--- src/asrc_pkg.sv ---
// Operation
// - write starts with all strobes active, ends when either strobe rises; the code keeps output enable high through a write
// - data setup and hold are measured from the edge ending the write
// - write enable stays high through every read cycle
// - address is valid before or with the falling chip select of a read
// - address stable at least 15 or 25 ns before write end
// - address may change 0 ns after write end
// - write data valid at least 12 or 20 ns before write end
// - write data may be released 0 ns after write end
// - chip select held high before supply leaves operating level for retention
package asrc_pkg;

    localparam int ADDR_W = 15;
    localparam int DATA_W = 8;
    localparam int CLK_PERIOD_PS = 25000;

    // timing figures in ns for the faster grade
    localparam int T_CYCLE_NS      = 25;
    localparam int T_ACCESS_NS     = 25;
    localparam int T_ADDR_SETUP_NS = 15;
    localparam int T_DATA_SETUP_NS = 12;
    localparam int T_FLOAT_WE_NS   = 8;
    localparam int T_WE_PULSE_NS   = 15;

    // least times round up, never below one cycle
    function automatic int min_cycles(input int ns);
        int c;
        c = (ns * 1000 + CLK_PERIOD_PS - 1) / CLK_PERIOD_PS;
        return (c < 1) ? 1 : c;
    endfunction

    localparam int CYC_CYCLE  = min_cycles(T_CYCLE_NS);
    localparam int CYC_ACCESS = min_cycles(T_ACCESS_NS) + 1;
    localparam int CYC_AW     = min_cycles(T_ADDR_SETUP_NS);
    localparam int CYC_DS     = min_cycles(T_DATA_SETUP_NS);
    localparam int CYC_FLOAT  = min_cycles(T_FLOAT_WE_NS);
    localparam int CYC_PWE    = min_cycles(T_WE_PULSE_NS);
    localparam int CNT_W      = 4;
    // three synchroniser flops plus the agreement flop stand between pin and capture
    localparam int CYC_SYNC     = 4;
    localparam int CYC_RD_WAIT  = CYC_ACCESS + CYC_SYNC;
    // write count value at which data drive starts, leaving the setup span before the end
    localparam int CYC_DRIVE_AT = CYC_DS + 1;

    // write pulse spans the float wait plus the data setup, and covers the address setup
    localparam int CYC_WE_LOW_RAW = CYC_FLOAT + CYC_DS;
    localparam int CYC_WE_LOW_A = (CYC_WE_LOW_RAW > CYC_AW) ? CYC_WE_LOW_RAW : CYC_AW;
    localparam int CYC_WE_LOW = (CYC_WE_LOW_A > CYC_PWE) ? CYC_WE_LOW_A : CYC_PWE;

    typedef enum logic [1:0] {
        ASRC_CMD_READ,
        ASRC_CMD_WRITE,
        ASRC_CMD_SLEEP
    } asrc_cmd_t;

    typedef struct packed {
        asrc_cmd_t           cmd;
        logic [ADDR_W-1:0]   addr;
        logic [DATA_W-1:0]   wdata;
    } asrc_req_t;

    // memory pin group, strobes active low
    typedef struct packed {
        logic                cs_n;
        logic                we_n;
        logic                oe_n;
        logic [ADDR_W-1:0]   addr;
    } asrc_pins_t;

    localparam logic [CNT_W-1:0] CNT_ZERO = 4'h0;
    localparam logic [CNT_W-1:0] CNT_ONE  = 4'h1;

endpackage

--- src/asrc_sync.sv ---
`timescale 1ns/1ps
`default_nettype none
// three-stage pin synchroniser; output changes when stages two and three agree
module asrc_sync #(
    parameter int W = 8
) (
    input  wire logic         i_clk_sys,  // system clock
    input  wire logic         i_rstn,     // synchronous-released reset, active low
    input  wire logic [W-1:0] i_d,        // asynchronous pin levels
    output logic      [W-1:0] o_q         // filtered level
);
    logic [W-1:0] s1;
    logic [W-1:0] s2;
    logic [W-1:0] s3;

    // first stage feeds only the second
    always_ff @(posedge i_clk_sys or negedge i_rstn) begin
        if (!i_rstn) begin
            s1 <= '0;
            s2 <= '0;
            s3 <= '0;
        end else begin
            s1 <= i_d;
            s2 <= s1;
            s3 <= s2;
        end
    end

    // accept a bit only once two samples agree
    always_ff @(posedge i_clk_sys or negedge i_rstn) begin
        if (!i_rstn) begin
            o_q <= '0;
        end else begin
            for (int i = 0; i < W; i++) begin
                if (s2[i] == s3[i]) begin
                    o_q[i] <= s3[i];
                end
            end
        end
    end
endmodule
`default_nettype wire

--- src/asrc_ctrl.sv ---
`timescale 1ns/1ps
`default_nettype none
module asrc_ctrl (
    input  wire logic                       i_clk_sys,  // 40 MHz system clock
    input  wire logic                       i_rstn,     // async reset, active low
    input  wire logic                       i_req_valid,// request strobe
    input  wire asrc_pkg::asrc_req_t        i_req,      // command, address, write data
    input  wire logic                       i_wake,     // leave retention standby
    input  wire logic [asrc_pkg::DATA_W-1:0] i_dq,      // data pins as seen
    output logic                            o_req_ready,// idle, may take a request
    output logic                            o_rd_valid, // read data pulse
    output logic [asrc_pkg::DATA_W-1:0]     o_rd_data,  // captured read byte
    output logic                            o_sleeping, // memory held deselected
    output asrc_pkg::asrc_pins_t            o_pins,     // strobes and address
    output logic [asrc_pkg::DATA_W-1:0]     o_dq,       // data pin drive value
    output logic                            o_dq_oe_n   // low while driving data
);
    typedef enum logic [2:0] {
        ST_IDLE,
        ST_READ,
        ST_WRITE,
        ST_RECOVER,
        ST_SLEEP
    } asrc_state_t;

    asrc_state_t                  state;
    logic                         rstn_m;
    logic                         rstn_s;
    logic [asrc_pkg::CNT_W-1:0]   cnt;
    logic [asrc_pkg::DATA_W-1:0]  dq_sync;
    logic                         take;

    // reset released through two flops so every process leaves reset together
    always_ff @(posedge i_clk_sys or negedge i_rstn) begin
        if (!i_rstn) begin
            rstn_m <= 1'b0;
            rstn_s <= 1'b0;
        end else begin
            rstn_m <= 1'b1;
            rstn_s <= rstn_m;
        end
    end

    // taken only in idle with ready shown, so a request held early cannot slip in
    assign take = (state == ST_IDLE) && i_req_valid && o_req_ready;

    asrc_sync #(
        .W (asrc_pkg::DATA_W)
    ) u_dq_sync (
        .i_clk_sys (i_clk_sys),
        .i_rstn    (rstn_s),
        .i_d       (i_dq),
        .o_q       (dq_sync)
    );

    // sequencer; one cycle per state step, count down for timed phases
    always_ff @(posedge i_clk_sys or negedge rstn_s) begin
        if (!rstn_s) begin
            state <= ST_IDLE;
            cnt   <= asrc_pkg::CNT_ZERO;
        end else begin
            case (state)
                ST_IDLE: begin
                    if (take) begin
                        if (i_req.cmd == asrc_pkg::ASRC_CMD_READ) begin
                            state <= ST_READ;
                            cnt   <= 4'(asrc_pkg::CYC_RD_WAIT);
                        end else if (i_req.cmd == asrc_pkg::ASRC_CMD_WRITE) begin
                            state <= ST_WRITE;
                            cnt   <= 4'(asrc_pkg::CYC_WE_LOW);
                        end else begin
                            state <= ST_SLEEP;
                        end
                    end
                end
                ST_READ: begin
                    // wait covers the access time plus the pin synchroniser
                    if (cnt == asrc_pkg::CNT_ONE) begin
                        state <= ST_RECOVER;
                        cnt   <= 4'(asrc_pkg::CYC_CYCLE);
                    end else begin
                        cnt <= cnt - asrc_pkg::CNT_ONE;
                    end
                end
                ST_WRITE: begin
                    if (cnt == asrc_pkg::CNT_ONE) begin
                        state <= ST_RECOVER;
                        cnt   <= 4'(asrc_pkg::CYC_CYCLE);
                    end else begin
                        cnt <= cnt - asrc_pkg::CNT_ONE;
                    end
                end
                ST_RECOVER: begin
                    // deselected gap keeps back-to-back cycles apart
                    if (cnt == asrc_pkg::CNT_ONE) begin
                        state <= ST_IDLE;
                    end else begin
                        cnt <= cnt - asrc_pkg::CNT_ONE;
                    end
                end
                ST_SLEEP: begin
                    if (i_wake) begin
                        state <= ST_RECOVER; // recovery of one read cycle
                        cnt   <= 4'(asrc_pkg::CYC_CYCLE);
                    end
                end
                default: begin
                    state <= ST_IDLE;
                end
            endcase
        end
    end

    // strobes and address; address latched when idle, held through the cycle
    always_ff @(posedge i_clk_sys or negedge rstn_s) begin
        if (!rstn_s) begin
            o_pins <= '{cs_n: 1'b1, we_n: 1'b1, oe_n: 1'b1, addr: '0};
        end else begin
            if (take && i_req.cmd != asrc_pkg::ASRC_CMD_SLEEP) begin
                o_pins.addr <= i_req.addr;
                o_pins.cs_n <= 1'b0;
                o_pins.we_n <= (i_req.cmd == asrc_pkg::ASRC_CMD_READ);
                o_pins.oe_n <= (i_req.cmd != asrc_pkg::ASRC_CMD_READ);
            end else if ((state == ST_READ || state == ST_WRITE) && cnt == asrc_pkg::CNT_ONE) begin
                // both strobes rise together; that edge ends the write
                o_pins.cs_n <= 1'b1;
                o_pins.we_n <= 1'b1;
                o_pins.oe_n <= 1'b1;
            end
        end
    end

    // data drive; starts only after the memory has floated, ends with the write edge
    always_ff @(posedge i_clk_sys or negedge rstn_s) begin
        if (!rstn_s) begin
            o_dq      <= '0;
            o_dq_oe_n <= 1'b1;
        end else begin
            if (take && i_req.cmd == asrc_pkg::ASRC_CMD_WRITE) begin
                o_dq <= i_req.wdata;
            end
            if (state == ST_WRITE && cnt == 4'(asrc_pkg::CYC_DRIVE_AT)) begin
                o_dq_oe_n <= 1'b0;
            end else if (state == ST_WRITE && cnt == asrc_pkg::CNT_ONE) begin
                o_dq_oe_n <= 1'b1;
            end
        end
    end

    // read capture once access delay and synchroniser have passed
    always_ff @(posedge i_clk_sys or negedge rstn_s) begin
        if (!rstn_s) begin
            o_rd_valid <= 1'b0;
            o_rd_data  <= '0;
        end else begin
            o_rd_valid <= 1'b0;
            if (state == ST_READ && cnt == asrc_pkg::CNT_ONE) begin
                o_rd_valid <= 1'b1;
                o_rd_data  <= dq_sync;
            end
        end
    end

    // status flags registered from the next state
    always_ff @(posedge i_clk_sys or negedge rstn_s) begin
        if (!rstn_s) begin
            o_req_ready <= 1'b0;
            o_sleeping  <= 1'b0;
        end else begin
            o_req_ready <= (state == ST_IDLE && !take) ||
                           (state == ST_RECOVER && cnt == asrc_pkg::CNT_ONE);
            o_sleeping  <= (state == ST_SLEEP && !i_wake) ||
                           (take && i_req.cmd == asrc_pkg::ASRC_CMD_SLEEP);
        end
    end
endmodule
`default_nettype wire

--- config.mk ---
export PLATFORM = sky130hd
export DESIGN_NAME = asrc_ctrl
export DESIGN_NICKNAME = d
export VERILOG_FILES = /design/src/asrc_pkg.sv /design/src/asrc_sync.sv /design/src/asrc_ctrl.sv
export SDC_FILE = /design/constraint.sdc
export NUM_CORES = 1
export LEC_CHECK = 0
export BUFFER_PORTS_ARGS = -buffer_cell sky130_fd_sc_hd__buf_2
export CORE_ASPECT_RATIO = 0.6
export CORE_UTILIZATION = 38
export DETAILED_ROUTE_END_ITERATION = 8
export GPL_TIMING_DRIVEN = 0
export SYNTH_ARGS = -nofsm -noshare
export SYNTH_HDL_FRONTEND = slang
export SYNTH_SLANG_ARGS = --single-unit
export TNS_END_PERCENT = 30
--- constraint.sdc ---
create_clock -name i_clk_sys -period 2.2 [get_ports i_clk_sys]
set_input_delay 0.66 -clock i_clk_sys [delete_from_list [all_inputs] [get_ports i_clk_sys]]
set_output_delay 0.66 -clock i_clk_sys [all_outputs]
set_load 0.05 [all_outputs]
==> results.sh <==
export IMPL_cts_root_buf="clkbuf_16"
export IMPL_postCtsHoldBufs=0
export IMPL_globalRouteTotalUtil_pct=14.6
export IMPL_max_slew_margin_pct=59.6
export IMPL_cpMaxStageDelayCell="nor3b_1"
export IMPL_drt_first_pass_iters=4
export IMPL_synth_top_area_share_pct=63.0
export IMPL_cts_sinks=79
export IMPL_path_clk_slew_ns=0.06
export IMPL_ctsResizeCount=0
export IMPL_setup_slack_ns=0.197
export IMPL_worstSkewPairLatency_ns=0.33
export IMPL_powerDensity_mw_per_mm2=1510
export IMPL_drive_gt1_share_pct=48.1
export IMPL_via_per_inst=4.76
export IMPL_rsz0062_at_grt="false"
export IMPL_max_freq_ghz=0.499
export IMPL_fin_setup_tns_ns=0
export IMPL_die_area_mm2=0.00821
export IMPL_maxCapViolCount=0
export IMPL_yosysTopAreaCell="dfrtp_1"
export IMPL_numPortBuffers=73
export IMPL_wire_per_inst_um=13.6
export IMPL_start_util_pct=40.2
export IMPL_postCtsSetupRepairBufs=0
export IMPL_swShare_pct=40.6
export IMPL_ys_ff_latch=79
export IMPL_syn_area_mm2=0.00298
export IMPL_required_ns=2.41
export IMPL_yosysSeqAreaShare_pct=66.5
export IMPL_numCtsBuffers=9
export IMPL_num_vias=1879
export IMPL_fillers=681
export IMPL_wl_met3_um=422
export IMPL_cp_end_kind="flip-flop"
export IMPL_hpwl_mm=3.92
export IMPL_slowest_delay_ns=0.52
export IMPL_hold_class="primary input to asynchronous set/reset pin"
export IMPL_totalWireLength_mm=5.38
export IMPL_fp_coreArea_mm2=0.00742
export IMPL_tightestPinTransition_ns=0.604
export IMPL_die_w_um=116
export IMPL_grt_pass1_wl_mm=8.94
export IMPL_rows=24
export IMPL_stdcell_area_mm2=0.00381
export IMPL_cts_max_level=3
export IMPL_start_kind="flip-flop"
export IMPL_clockBufferDepth=2
export IMPL_synthesis_nets=241
export IMPL_place_congestion=0.837
export IMPL_antenna_found_initial=0
export IMPL_die_h_um=70.6
export IMPL_wl_met2_mm=2.19
export IMPL_timing_final_crit_share_pct=91.0
export IMPL_crit_buf_inv=1
export IMPL_grt_pass1_vias=1840
export IMPL_dpl_cell_area_mm2=0.00351
export IMPL_yosys_warnings=0
export IMPL_top_layer="met4"
export IMPL_grt_overflow_total=0
export IMPL_crit_type="flip-flop to flip-flop"
export IMPL_power_total_mw=5.76
export IMPL_synthToLayoutAreaGrowth_pct=27.9
export IMPL_yosys_top_cells_area="dfrtp_1, mux2_2, dfstp_2, maj3_1, nor2_1"
export IMPL_ir_drop_v=0.000817
export IMPL_finalSetupViolCount=0
export IMPL_cp_max_fo=9
export IMPL_grt_max_degree=57
export IMPL_finalNetCount=326
export IMPL_crit_arrival_ns=2.21
export IMPL_yosys_cell_types_count=44
export IMPL_seqPwrFrac_pct=35.6
export IMPL_hold_viol_final=0
export IMPL_crit_chain="inv_1 > ha_1 > nor3b_1 > nand3_2 > mux2_2"
export IMPL_status="finished clean"
export IMPL_switching_power_mw=2.34
export IMPL_met1_length_mm=2.72
export IMPL_preCtsSetupSlack_ns=0.181
export IMPL_syn_avg_cell_area_um2=14.8
export IMPL_maxSlewViolCount=0
export IMPL_combPwrFrac_pct=38.6
export IMPL_cts_tree="yes"
export IMPL_clkPwrFrac_pct=25.8
export IMPL_syn_inst=201
export IMPL_drc=0
export IMPL_skew_ns=0.00442
export IMPL_drt_iter0_markers=82
export IMPL_post_route_util_pct=51.4
export IMPL_leakage_nw=1.82
export IMPL_internal_power_mw=3.42
export IMPL_io_pins=75
export IMPL_drtAntennaViolNets=0
export IMPL_finalCriticalPeriod_ns=2.00
export IMPL_n_antenna_cell=0
export IMPL_crit_family="simple AND/OR/NAND/NOR gates"
stage by stage:
stage               cells  hold slack, ns
finish                395           0.108
global route          395          0.0856
CTS                   395          0.0928
detailed placement    379           0.246
global placement      378           0.334
floorplan             201           0.331
per-layer routing:
metal | track usage (%) | vias to the layer above
li1 | - | 891
met1 | 20.7 | 911
met2 | 19.5 | 69
met3 | 6.86 | 8
met4 | 5.13 | 0
met5 | 0 | -
final timing paths:
path	startpoint	end	slack, ns	depth (start not counted)
worst max-delay path	cnt[1]	o_rd_data[6]	0.20	5
worst min-delay path	i_rstn	rstn_m	0.11	1
worst max register to register	cnt[1]	o_rd_data[6]	0.20	5
worst min register to register	rstn_s	cnt[0]	0.23	0
min in group i_clk_sys	u_dq_sync.s1[0]	u_dq_sync.s2[0]	0.34	0
max in group asynchronous	rstn_s	o_pins[17]	1.37	1
state kept, by name, indices dropped and copies added (netlist names):
signal	cells
cnt	4
u_dq_sync.s1	8
o_req_ready	1
o_sleeping	1
u_dq_sync.s2	8
u_dq_sync.s3	8
rstn_m	1
o_dq_oe_n	1
rstn_s	1
state	3
u_dq_sync.o_q	8
o_dq	8
o_rd_valid	1
o_pins	18
o_rd_data	8
cells by family (layout without fill, tap and decap cells):
logic type	count (synthesis)	in the layout	share of synthesized area, %
compound gates	28	28	7.73
xor+xnor	1	1	0.294
fa+ha+maj	11	11	3.95
buf+inv	14	104	2.69
flops	79	79	66.5
mux	31	31	11.7
other cells	1	1	0.126
simple gates	36	36	7.01
power by group through the flow:
stage               logic (mW)  clock network [mW]  registers [mW]
floorplan                0.815                   0            2.98
global placement          2.19                   0            2.08
detailed placement        2.23                   0            2.08
CTS                       2.23                1.54            2.06
global route              2.37                1.61            2.10
finish                    2.22                1.49            2.05
synthesized netlist by cell type:
master     count
mux2_2        31
nor2_2         2
a41oi_1        3
buf_6          3
buf_4          1
inv_1          6
or2_4          1
or2_0          1
o22a_1         1
a21oi_4        1
o32a_1         1
nor4b_1        1
and2_1         1
dfstp_2        4
o2bb2ai_1      1
a21oi_1        1
a211o_1        1
maj3_1         8
a211oi_1       4
a2111oi_0      1
clkbuf_1       3
or3b_1         1
nand4_1        1
xnor2_1        1
nor3_1         2
a2111o_2       1
dfrtp_1       75
nor3b_1        3
ha_1           3
nor3_4         1
o31ai_4        1
o21ai_0        4
a31oi_1        5
nand2b_1       1
nor4_1         1
o31a_1         1
nand3_2        2
o21bai_1       1
nor2b_1        1
buf_2          1
o22ai_1        1
conb_1         1
nand2_1        3
nor2_1        14
placed cells by master, fill, tap and decap left out, types with 3 or more instances in the layout:
cell	Yosys	final
buf_2	1	74
dfrtp_1	75	74
mux2_2	31	31
nor2_1	14	14
clkbuf_16	0	9
maj3_1	8	8
inv_1	6	6
a31oi_1	5	5
a211oi_1	4	4
o21ai_0	4	4
dfstp_2	4	4
buf_6	3	3
nor3b_1	3	3
nand2_1	3	3
clkbuf_1	3	3
a41oi_1	3	3
ha_1	3	3
worst reg2reg max path, stage by stage, from the launching register on:
cell	delay, ns
dfrtp_1	0.40
inv_1	0.11
ha_1	0.17
nor3b_1	0.52
nand3_2	0.34
mux2_2	0.36
final cells by class:
| cell class | instances | area (µm²) | area share, % |
|---|---|---|---|
| inverter | 6 | 22.5 | 0.591 |
| clock inverter | 7 | 80.1 | 2.10 |
| clock buffer | 9 | 225 | 5.91 |
| sequential | 79 | 1990 | 52.1 |
| buffer | 8 | 57.6 | 1.51 |
| multi-input combinational | 108 | 918 | 24.1 |
| tap | 104 | 130 | 3.41 |
| timing repair buffer | 74 | 393 | 10.3 |
Power figures use the tool's default switching activity.
